`src/pkg/asd_pkg.sv`:
```
package asd_pkg;
    // ---------------------------------------------------------------
    // Widths
    // ---------------------------------------------------------------
    localparam int ADDR_W     = 32;
    localparam int PROG_W     = 26;
    localparam int PHYS_W     = 28;
    localparam int SPAN64_W   = 26;
    localparam int OFFS_W     = 16;

    // ---------------------------------------------------------------
    // Area map
    // ---------------------------------------------------------------
    localparam logic [PHYS_W-1:0] ROM_BASE_LOW   = 28'h0000000;
    localparam logic [PHYS_W-1:0] ROM_BASE_HIGH  = 28'h0100000;
    localparam logic [PHYS_W-1:0] ROM_SPAN_LAST  = 28'h00FFFFF;
    localparam logic [9:0]        RAM_PAGE_TOP   = 10'h3FF;
    localparam logic [OFFS_W-1:0] RAM_LAST_LOW   = 16'hEFFF;
    localparam logic [OFFS_W-1:0] RAM_BASE_4K    = 16'hE000;
    localparam logic [OFFS_W-1:0] RAM_BASE_12K   = 16'hC000;
    localparam logic [OFFS_W-1:0] RAM_BASE_28K   = 16'h8000;
    localparam logic [OFFS_W-1:0] RAM_BASE_60K   = 16'h0000;
    localparam logic [13:0]       IO_PAGE_TOP    = 14'h3FFF;
    localparam logic [1:0]        IMG_LOW        = 2'h0;
    localparam logic [1:0]        IMG_TOP        = 2'h3;

    // ---------------------------------------------------------------
    // Reset values
    // ---------------------------------------------------------------
    localparam logic              STRAP_RST      = 1'b0;
    localparam logic [2:0]        RAM_STRAP_RST  = 3'h0;
endpackage

```
`src/design/asd_window_hit.sv`:
```
module asd_window_hit #(
    parameter int W = 28
) (
    input  wire logic [W-1:0] addr,
    input  wire logic [W-1:0] first,
    input  wire logic [W-1:0] last,
    output wire logic         hit
);
    // Inclusive window compare
    assign hit = (addr >= first) && (addr <= last);
endmodule // asd_window_hit

```
`src/design/asd_decoder.sv`:
```
// Function
// RULE1: One 4 GB space holds memory and peripheral registers alike.
// RULE2: Fetch addresses are limited to a 64 MB program region.
// RULE3: Operand addresses are accepted over the full 4 GB range.
// RULE4: ROM, RAM and I/O lie in 64 MB or 256 MB span by strap.
// RULE5: Span strap low: bits 31..26 ignored, 64 images.
// RULE6: Span strap high: bits 31..28 ignored, 16 images.
// RULE7: Relocated ROM area is 1 MB starting at 0100000H.
// RULE8: 256 MB mode RAM below FFFEFFFH maps onto RAM below 3FFEFFFH.
// RULE9: Masters must avoid 3FFF000H..3FFFFFFH; behaviour not guaranteed.
// RULE10: ROM enable strap high enables the ROM area on fetch bus.
// RULE11: ROM base strap puts ROM at 0H or 100000H, 1 MB long.
// RULE12: RAM area ends at 3FFEFFFH or FFFEFFFH per span mode.
// RULE13: RAM size 4/12/28/60 KB from three straps, highest wins.
// RULE14: Peripheral I/O area occupies top of the physical span.
// RULE15: Each address gets exactly one of ROM, RAM, I/O, external.
module asd_decoder
    import asd_pkg::*;
(
    input  wire logic                      mclk,
    input  wire logic                      rst,
    input  wire logic                      data_span_select_pin,
    input  wire logic                      rom_area_enable_pin,
    input  wire logic                      rom_base_select_pin,
    input  wire logic                      ram_size_strap_high,
    input  wire logic                      ram_size_strap_mid,
    input  wire logic                      ram_size_strap_low,
    input  wire logic                      fetch_req,
    input  wire logic [asd_pkg::ADDR_W-1:0] fetch_addr,
    input  wire logic                      opnd_req,
    input  wire logic [asd_pkg::ADDR_W-1:0] opnd_addr,
    output logic                           fetch_valid,
    output logic [asd_pkg::PROG_W-1:0]     fetch_phys,
    output logic                           fetch_rom_sel,
    output logic                           fetch_ext_sel,
    output logic                           opnd_valid,
    output logic [asd_pkg::PHYS_W-1:0]     opnd_phys,
    output logic [asd_pkg::OFFS_W-1:0]     opnd_ram_offset,
    output logic                           opnd_rom_sel,
    output logic                           opnd_ram_sel,
    output logic                           opnd_io_sel,
    output logic                           opnd_ext_sel,
    output logic                           span_256_mode
);
    import asd_pkg::*;

    // ---------------------------------------------------------------
    // Strap sampling
    // ---------------------------------------------------------------
    logic       mode256;
    logic       rom_en;
    logic       rom_hi;
    logic [2:0] ram_strap;

    always_ff @(posedge mclk) begin
        if (rst) begin
            mode256   <= STRAP_RST;
            rom_en    <= STRAP_RST;
            rom_hi    <= STRAP_RST;
            ram_strap <= RAM_STRAP_RST;
        end else begin
            mode256   <= data_span_select_pin;
            rom_en    <= rom_area_enable_pin;
            rom_hi    <= rom_base_select_pin;
            ram_strap <= {ram_size_strap_high, ram_size_strap_mid, ram_size_strap_low};
        end
    end

    // ---------------------------------------------------------------
    // Area bounds
    // ---------------------------------------------------------------
    wire logic [PHYS_W-1:0] rom_first;
    wire logic [PHYS_W-1:0] rom_last;
    wire logic [OFFS_W-1:0] ram_base;

    assign rom_first = rom_hi ? ROM_BASE_HIGH : ROM_BASE_LOW; // RULE7 RULE11
    assign rom_last  = rom_first + ROM_SPAN_LAST;              // RULE11
    assign ram_base  = ram_strap[2] ? RAM_BASE_60K :           // RULE13
                       ram_strap[1] ? RAM_BASE_28K :
                       ram_strap[0] ? RAM_BASE_12K : RAM_BASE_4K;

    // ---------------------------------------------------------------
    // Fetch side decode
    // ---------------------------------------------------------------
    wire logic [PROG_W-1:0] f_phys;
    wire logic              f_rom_win;
    wire logic              f_rom;

    assign f_phys = fetch_addr[PROG_W-1:0]; // RULE2

    asd_window_hit #(.W(PROG_W)) u_fetch_rom (
        .addr  (f_phys),
        .first (rom_first[PROG_W-1:0]),
        .last  (rom_last[PROG_W-1:0]),
        .hit   (f_rom_win)
    );

    assign f_rom = rom_en && f_rom_win; // RULE10

    // ---------------------------------------------------------------
    // Operand side decode
    // ---------------------------------------------------------------
    wire logic [PHYS_W-1:0] o_phys;
    wire logic [1:0]        o_img;
    wire logic              o_top_img;
    wire logic              o_rom_win;
    wire logic              o_ram_win;
    wire logic              o_io_win;
    wire logic              o_rom;
    wire logic              o_ram;
    wire logic              o_io;
    wire logic              o_ext;
    wire logic [OFFS_W-1:0] o_ram_off;

    // RULE1 RULE3 RULE4 RULE5 RULE6
    assign o_phys    = mode256 ? opnd_addr[PHYS_W-1:0]
                               : {IMG_LOW, opnd_addr[SPAN64_W-1:0]};
    assign o_img     = o_phys[PHYS_W-1:SPAN64_W];
    // RULE8: both the top image and its low alias reach the same RAM
    assign o_top_img = !mode256 || (o_img == IMG_TOP) || (o_img == IMG_LOW);

    asd_window_hit #(.W(PHYS_W)) u_opnd_rom (
        .addr  (o_phys),
        .first (rom_first),
        .last  (rom_last),
        .hit   (o_rom_win)
    );

    asd_window_hit #(.W(OFFS_W)) u_opnd_ram (
        .addr  (o_phys[OFFS_W-1:0]),
        .first (ram_base),
        .last  (RAM_LAST_LOW),
        .hit   (o_ram_win)
    );

    assign o_rom     = o_rom_win;
    // RULE12 RULE8
    assign o_ram     = !o_rom && o_top_img && o_ram_win
                       && (o_phys[SPAN64_W-1:OFFS_W] == RAM_PAGE_TOP);
    // RULE14: I/O only at the top of the active span
    assign o_io      = !o_rom && (o_phys[SPAN64_W-1:12] == IO_PAGE_TOP)
                       && (!mode256 || (o_img == IMG_TOP));
    assign o_ext     = !o_rom && !o_ram && !o_io; // RULE15
    assign o_ram_off = o_phys[OFFS_W-1:0] - ram_base; // RULE8

    // ---------------------------------------------------------------
    // Output registers
    // ---------------------------------------------------------------
    always_ff @(posedge mclk) begin
        if (rst) begin
            fetch_valid     <= 1'b0;
            fetch_phys      <= '0;
            fetch_rom_sel   <= 1'b0;
            fetch_ext_sel   <= 1'b0;
        end else begin
            fetch_valid     <= fetch_req;
            fetch_phys      <= f_phys;
            fetch_rom_sel   <= fetch_req && f_rom;  // RULE10
            fetch_ext_sel   <= fetch_req && !f_rom; // RULE15
        end
    end

    always_ff @(posedge mclk) begin
        if (rst) begin
            opnd_valid      <= 1'b0;
            opnd_phys       <= '0;
            opnd_ram_offset <= '0;
            opnd_rom_sel    <= 1'b0;
            opnd_ram_sel    <= 1'b0;
            opnd_io_sel     <= 1'b0;
            opnd_ext_sel    <= 1'b0;
        end else begin
            opnd_valid      <= opnd_req;
            opnd_phys       <= o_phys;
            opnd_ram_offset <= o_ram_off;
            opnd_rom_sel    <= opnd_req && o_rom;
            opnd_ram_sel    <= opnd_req && o_ram;
            opnd_io_sel     <= opnd_req && o_io;
            opnd_ext_sel    <= opnd_req && o_ext;
        end
    end

    assign span_256_mode = mode256; // RULE4

    // ---------------------------------------------------------------
    // Checks
    // ---------------------------------------------------------------
    chk_opnd_one_select: assert property (@(posedge mclk) disable iff (rst) // RULE15
        opnd_valid |-> $onehot({opnd_rom_sel, opnd_ram_sel, opnd_io_sel, opnd_ext_sel}))
        else $error("operand select not one-hot");

    chk_fetch_one_select: assert property (@(posedge mclk) disable iff (rst) // RULE15
        fetch_valid == (fetch_rom_sel || fetch_ext_sel) && !(fetch_rom_sel && fetch_ext_sel))
        else $error("fetch select not exclusive");

    chk_span64_alias: assert property (@(posedge mclk) disable iff (rst) // RULE5
        (opnd_req && !mode256) |=> opnd_phys == {2'h0, $past(opnd_addr[25:0])})
        else $error("64 MB alias wrong");

    chk_span256_alias: assert property (@(posedge mclk) disable iff (rst) // RULE6
        (opnd_req && mode256) |=> opnd_phys == $past(opnd_addr[27:0]))
        else $error("256 MB alias wrong");

    chk_fetch_prog_limit: assert property (@(posedge mclk) disable iff (rst) // RULE2
        fetch_req |=> fetch_phys == $past(fetch_addr[25:0]))
        else $error("fetch address not cut to 64 MB");

    chk_rom_base_place: assert property (@(posedge mclk) disable iff (rst) // RULE11
        (fetch_req && rom_en) |=> fetch_rom_sel ==
            ($past(fetch_addr[25:20]) == ($past(rom_hi) ? 6'h01 : 6'h00)))
        else $error("ROM window misplaced");

    chk_rom_enable_gate: assert property (@(posedge mclk) disable iff (rst) // RULE10
        !rom_en |=> !fetch_rom_sel)
        else $error("ROM selected while disabled");

    chk_ram_size_base: assert property (@(posedge mclk) disable iff (rst) // RULE13
        (opnd_req && ram_strap[2] && opnd_addr[25:12] == 14'h3FF0
            && (!mode256 || opnd_addr[27:26] == 2'h0 || opnd_addr[27:26] == 2'h3))
        |=> opnd_ram_sel)
        else $error("60 KB RAM bottom not selected");

    chk_ram_offset_link: assert property (@(posedge mclk) disable iff (rst) // RULE8
        opnd_ram_sel |-> opnd_ram_offset == opnd_phys[15:0]
            - ($past(ram_strap[2]) ? RAM_BASE_60K : $past(ram_strap[1]) ? RAM_BASE_28K
            : $past(ram_strap[0]) ? RAM_BASE_12K : RAM_BASE_4K))
        else $error("RAM offset not linked");

    chk_io_top_page: assert property (@(posedge mclk) disable iff (rst) // RULE14
        opnd_io_sel |-> opnd_phys[25:12] == 14'h3FFF)
        else $error("I/O select outside top page");
endmodule // asd_decoder

```
`config.mk`:
```
export PLATFORM = sky130hd
export DESIGN_NAME = asd_decoder
export DESIGN_NICKNAME = d
export VERILOG_FILES = /design/src/pkg/asd_pkg.sv /design/src/design/asd_window_hit.sv /design/src/design/asd_decoder.sv
export SDC_FILE = /design/constraint.sdc
export NUM_CORES = 1
export LEC_CHECK = 0
export BUFFER_PORTS_ARGS = -buffer_cell sky130_fd_sc_hd__buf_2
export CORE_MARGIN = 2
export CORE_UTILIZATION = 32
export DETAILED_ROUTE_END_ITERATION = 7
export PLACE_DENSITY = 0.61
export SLEW_MARGIN = 25
export SYNTH_ARGS = -nofsm -noshare
export SYNTH_HDL_FRONTEND = slang
export SYNTH_SLANG_ARGS = --single-unit
```
`constraint.sdc`:
```
create_clock -name mclk -period 4.51 [get_ports mclk]
set_input_delay 0.2255 -clock mclk [delete_from_list [all_inputs] [get_ports mclk]]
set_output_delay 0.2255 -clock mclk [all_outputs]
set_load 0.01 [all_outputs]
```
## Word level (Yosys, flattened, before mapping)

Cells that the tools add are included.

| cells by class | value |
|---|---|
| order comparisons | 6 |
| mux-type cells | 5 |
| eq/ne operators | 3 |
| reduce and logical (&&, ||, !) cells | 25 |
| add/sub/neg operators | 2 |

Operator list:

| kind | count |
|---|---|
| $ge 28x21->1 | 1 |
| $le 28x22->1 | 1 |
| $mux 28 | 1 |
| $ge 26x21->1 | 1 |
| $le 26x22->1 | 1 |
| $add 21x20->22 const B | 1 |
| $mux 21 | 1 |
| $logic_and 1x1->1 | 17 |
| $ge 16x16->1 | 1 |
| $le 16x16->1 const B | 1 |
| $mux 16 | 1 |
| $sub 16x16->16 | 1 |
| $mux 15 | 1 |
| $eq 14x14->1 const B | 1 |
| $mux 14 | 1 |
| $eq 10x10->1 const B | 1 |
| $logic_not 1->1 | 5 |
| $eq 2x2->1 const B | 1 |
| $logic_not 2->1 | 1 |
| $logic_or 1x1->1 | 2 |

| storage, ports and cells | value |
|---|---|
| flip-flop bits (word level) | 84 |

## Depth between registers and ports, before layout

| depth | value |
|---|---|
| depth in word-level cells | 12 |
| mapped depth | 8 |
| gate-level depth less buffers | 8 |

## Hierarchy

Synthesis repeated with hierarchy kept, for this count alone.

| unflattened totals | value |
|---|---|
| cells, all modules | 679 |
| area total of the unflattened synthesis | 5,720.5 um2 |

Modules (own cells, without submodules):

| module | area each (um2) | instances | cells an instance |
|---|---|---|---|
| asd_decoder | 2,177.1 | 1 | 187 |
| asd_window_hit at u_opnd_rom | 1,417.6 | 1 | 201 |
| asd_window_hit at u_fetch_rom | 1,318.8 | 1 | 181 |
| asd_window_hit at u_opnd_ram | 807.0 | 1 | 110 |

## Least setup slack after synthesis

No wires, ideal clock.

| path | value |
|---|---|
| kind | register to register |
| start | reg ram_strap[2] |
| end | reg opnd_ram_offset[15] (netlist name) |
| period minus slack after synthesis | 1.482 ns |
| cell stages (with the launch flop) | 8 |
| path buffers | 0 |
| required time | 4.382 ns |
| path slack | 3.028 ns |
| arrival | 1.355 ns |
| cells stage by stage | dfxtp_1 > or2_1 > nor2_1 > ha_1 > inv_1 > fa_1 > xnor2_1 > nor2_1 |

| on the way | value |
|---|---|
| word-level cells in the longest chain between the ends | 2 |

Ends and longest elaborated chain:

| what | RTL line | RTL |
|---|---|---|
| start, declared | asd_decoder.sv:53 | `logic [2:0] ram_strap;` |
| start signal, assigned | asd_decoder.sv:65 | `ram_strap <= {ram_size_strap_high, ram_size_strap_mid, ram_size_strap_low};` |
| $mux 16 | asd_decoder.sv:78 | `assign ram_base = ram_strap[2] ? RAM_BASE_60K :` |
| $sub 16x16->16 | asd_decoder.sv:144 | `assign o_ram_off = o_phys[OFFS_W-1:0] - ram_base;` |
| end signal, assigned | asd_decoder.sv:175 | `opnd_ram_offset <= o_ram_off;` |
| end, declared | asd_decoder.sv:38 | `output logic [asd_pkg::OFFS_W-1:0] opnd_ram_offset,` |

No other way between the ends.
A chain may end at the register's enable or synchronous reset.

## Worst setup path in the final report

| path | value |
|---|---|
| start | reg ram_strap[2] |
| end | reg opnd_ext_sel |

| on the way | value |
|---|---|
| word-level cells in the longest chain between the ends | 9 |

Ends and longest elaborated chain:

| what | RTL line | RTL |
|---|---|---|
| $mux 16 | asd_decoder.sv:78 |  |
| $ge 16x16->1 | asd_window_hit.sv:10 | `assign hit = (addr >= first) && (addr <= last);` |
| $logic_and 1x1->1 | asd_window_hit.sv:10 |  |
| $logic_and 1x1->1 | asd_decoder.sv:138 | `assign o_ram = !o_rom && o_top_img && o_ram_win` |
| $logic_and 1x1->1 | asd_decoder.sv:139 | `&& (o_phys[SPAN64_W-1:OFFS_W] == RAM_PAGE_TOP);` |
| $logic_not 1->1 | asd_decoder.sv:143 | `assign o_ext = !o_rom && !o_ram && !o_io;` |
| $logic_and 1x1->1 (2 in a row) | asd_decoder.sv:143 |  |
| $logic_and 1x1->1 | asd_decoder.sv:179 | `opnd_ext_sel <= opnd_req && o_ext;` |
| end signal, assigned | asd_decoder.sv:179 |  |
| end, declared | asd_decoder.sv:42 | `output logic opnd_ext_sel,` |

No other way between the ends.

==> impl_metrics.toml <==
[status]
status = "completed"

[cells_and_area]
syn_to_final_growth_pct = 37.54
final_design_area_no_fill_mm2 = 0.003383
nNetsFinal = 447
antenna_cells = 0
instances_no_fill = 469
drive_above_1_share = 0.4378
post-route-util = 0.4615

[critical_path]
r2r-end = "opnd_ext_sel"
reg2reg_slack_ns = 2.85
end_kind = "flop"
cp_max_fo = 3
crit_required_ns = 4.74
worstSetupStartpointType = "flop"
reg2regPathDepth = 6
r2r_start = "ram_strap[2]"
cp-startpoint = "ram_strap[2]"
crit_type = "reg -> reg"
crit_arrival_ns = 1.89

[hold_path]
whs_path_depth = 2
min_to = "ram_strap[2]"
hold_path.class = "in -> reg"
worstHoldStart = "ram_size_strap_high"

[synth]
synth_fp_nets = 313
synth_top_family_by_area = "simple AND/OR/NAND/NOR gates"
yosys.area_share.xor_xnor = 0.007121
synth_top_area_frac = 0.5778
ys_seq_elements = 71
synthMuxAreaShare = 0
synth-edff-count = 0
netlist_area_mm2 = 0.002460
synthAdderAreaFrac = 0.04374
synth_top_area_cell = "dfxtp_1"
yosysMostFrequentCell = "dfxtp_1"
synth_cell_type_count = 34
ys_async_sr_fraction = 0
syn_area_per_cell_um2 = 10.65
synthFlopType = "dfxtp_1"
syn_inst = 231
synth_compound_area_frac = 0.03815
synth-simple-area-share = 0.2721
yosys-top-cells-area = "dfxtp_1 (58%), nor2b_1 (14%), buf_4 (4.0%), ha_1 (3.6%), nand4_1 (3.6%)"
ys_top_cells_by_count = "dfxtp_1 (71), nor2b_1 (57), nand4_1 (14), buf_4 (13), nor2_1 (10)"
yosys_warnings = 0
yosysSeqAreaShare = 0.5778

[global_route]
grt_max_degree = 66
grt_overflow_total = 0
grt_pass1_wl_um = 8811
antenna_found_initial = 0
grt_pass1_vias = 1806
grt.total_usage = 0.1360

[clocking]
postCtsSetupBuffers = 0
cts_hold_buf = 0
post_cts_resize_count = 0
clk_pin_slew_worst_paths_ns = 0.08
cts_buffers = 9
cts-root-buf = "clkbuf_8"
clock-sinks = 71
worstSkewPairLatency_ns = 0.33
cts_tree = "yes"
cts_buffer_depth = 2
htree_levels = 3

[floorplanning]
ioPinCount = 153
fp.dieH_um = 91.68
rows = 31
dieArea_mm2 = 0.008404
die_width_um = 91.68
core_mm2 = 0.007331
start_util = 0.3356

[route]
ant_nets = 0
drc = 0
met3_length_um = 371
routed-wl-met2_um = 2713
drtPass1Iterations = 4
drt-met1-wl_um = 2561
avgRoutedWirePerCell_um = 12.33
drt_iter0_markers = 49
vias = 2003
top_layer_used = "met4"
wl_um = 5785
vias_per_cell = 4.271

[pwr]
power.share.clock = 0.387
p_comb_frac = 0.114
seqPwrFrac = 0.499
ir_worst_vdd_v = 0.0001602
p_sw_mw = 0.3339
p_leak_nw = 1.649
swShare = 0.2495
powerDensity_mw_per_mm2 = 395.6
p_int_mw = 1.005

[timing]
finalCriticalPeriod_ns = 1.664
worstMarginPinSlew_ns = 0.6470
setup_viol = 0
timing.setup.tns_ns = 0
max_freq_mhz = 601.0
period_share = 0.3689
hold_viol = 0
rsz0062_at_grt = "no"
report.final.slew_viol_count = 0
skew_ns = 0.008283
slew_headroom = 0.5687

[placed_design]
dp.cells = 453
detailed_place_hpwl_um = 4418
postPlaceCellArea_mm2 = 0.003178
gp_congestion = 0.7840
portBuffers = 142

[run]
maxCapViolations = 0
==> logic make-up (layout without fill, tap and decap cells) <==
logic type	Yosys count	after routing
buffers and inverters	27	166
DFF	71	71
and+or+nand+nor	111	111
xor gates and xnor gates	2	2
AOI/OAI and AO/OA	12	12
adders and majority gates	8	8
==> through the flow <==
stage | total power [mW] | hold slack (ns) | setup slack [ns]
3_3_place_gp | 0.8353 | 0.4390 | 2.836
2_1_floorplan | 0.7620 | 0.3257 | 3.028
5_1_grt | 1.409 | 0.08593 | 2.725
3_5_place_dp | 0.8375 | 0.4449 | 2.830
4_1_cts | 1.356 | 0.08609 | 2.827
6_report | 1.338 | 0.1007 | 2.846
==> worst max-delay path, stage by stage (launching register included) <==
cell      delay, ns
dfxtp_1        0.32
or2_1          0.26
ha_1           0.32
nand3_1        0.09
o221ai_1       0.21
nand4_1        0.15
and3b_1        0.21
==> sequential cells by signal, summed over array words and instances (netlist names) <==
| signal | flops |
|---|---|
| fetch_phys | 26 |
| opnd_ram_offset | 3 |
| opnd_valid | 1 |
| fetch_ext_sel | 1 |
| rom_en | 1 |
| opnd_ext_sel | 1 |
| fetch_rom_sel | 1 |
| opnd_rom_sel | 1 |
| opnd_ram_sel | 1 |
| ram_strap | 3 |
| opnd_phys | 28 |
| fetch_valid | 1 |
| opnd_io_sel | 1 |
| rom_hi | 1 |
| span_256_mode | 1 |
==> power groups by stage <==
stage	clock network (mW)	registers [mW]	logic (mW)
6_report	0.517	0.668	0.153
5_1_grt	0.568	0.672	0.169
4_1_cts	0.532	0.669	0.155
3_5_place_dp	0	0.683	0.154
3_3_place_gp	0	0.683	0.153
2_1_floorplan	0	0.701	0.0613
==> worst max-delay path by stage <==
stage	end	slack, ns	cells past startpoint
2_1_floorplan	opnd_ram_offset[15]	3.03	7
3_3_place_gp	opnd_ext_sel	2.84	6
3_5_place_dp	opnd_ext_sel	2.83	6
4_1_cts	opnd_ext_sel	2.83	6
5_1_grt	opnd_ext_sel	2.73	6
6_report	opnd_ext_sel	2.85	6
==> cell type report <==
type | count | area (um^2)
tap | 99 | 123.9
timing repair buffer | 143 | 718.2
clock buffer | 10 | 137.6
clock inverter | 6 | 67.56
inverter | 7 | 26.28
multi-input combinational | 133 | 888.4
sequential | 71 | 1421
fill | 740 | 3948
==> cells in the final DEF, fill, tap and decap left out, drive strengths merged, types with 3 or more instances in the layout <==
master,Yosys,routed
buf,13,143
dfxtp,71,71
nor2b,58,58
nand4,14,14
nor2,10,10
clkbuf,7,10
inv,7,8
nor4,7,7
ha,7,7
nor3,5,5
nand2,4,4
and3b,3,3
a21oi,3,3
==> metal layers <==
layer / vias up / GRT usage
li1: 1034 / -
met1: 887 / 0.1663
met2: 71 / 0.2157
met3: 11 / 0.03944
met4: 0 / 0.07323
met5: - / 0
Note: power is estimated with default switching activity, not from simulation.
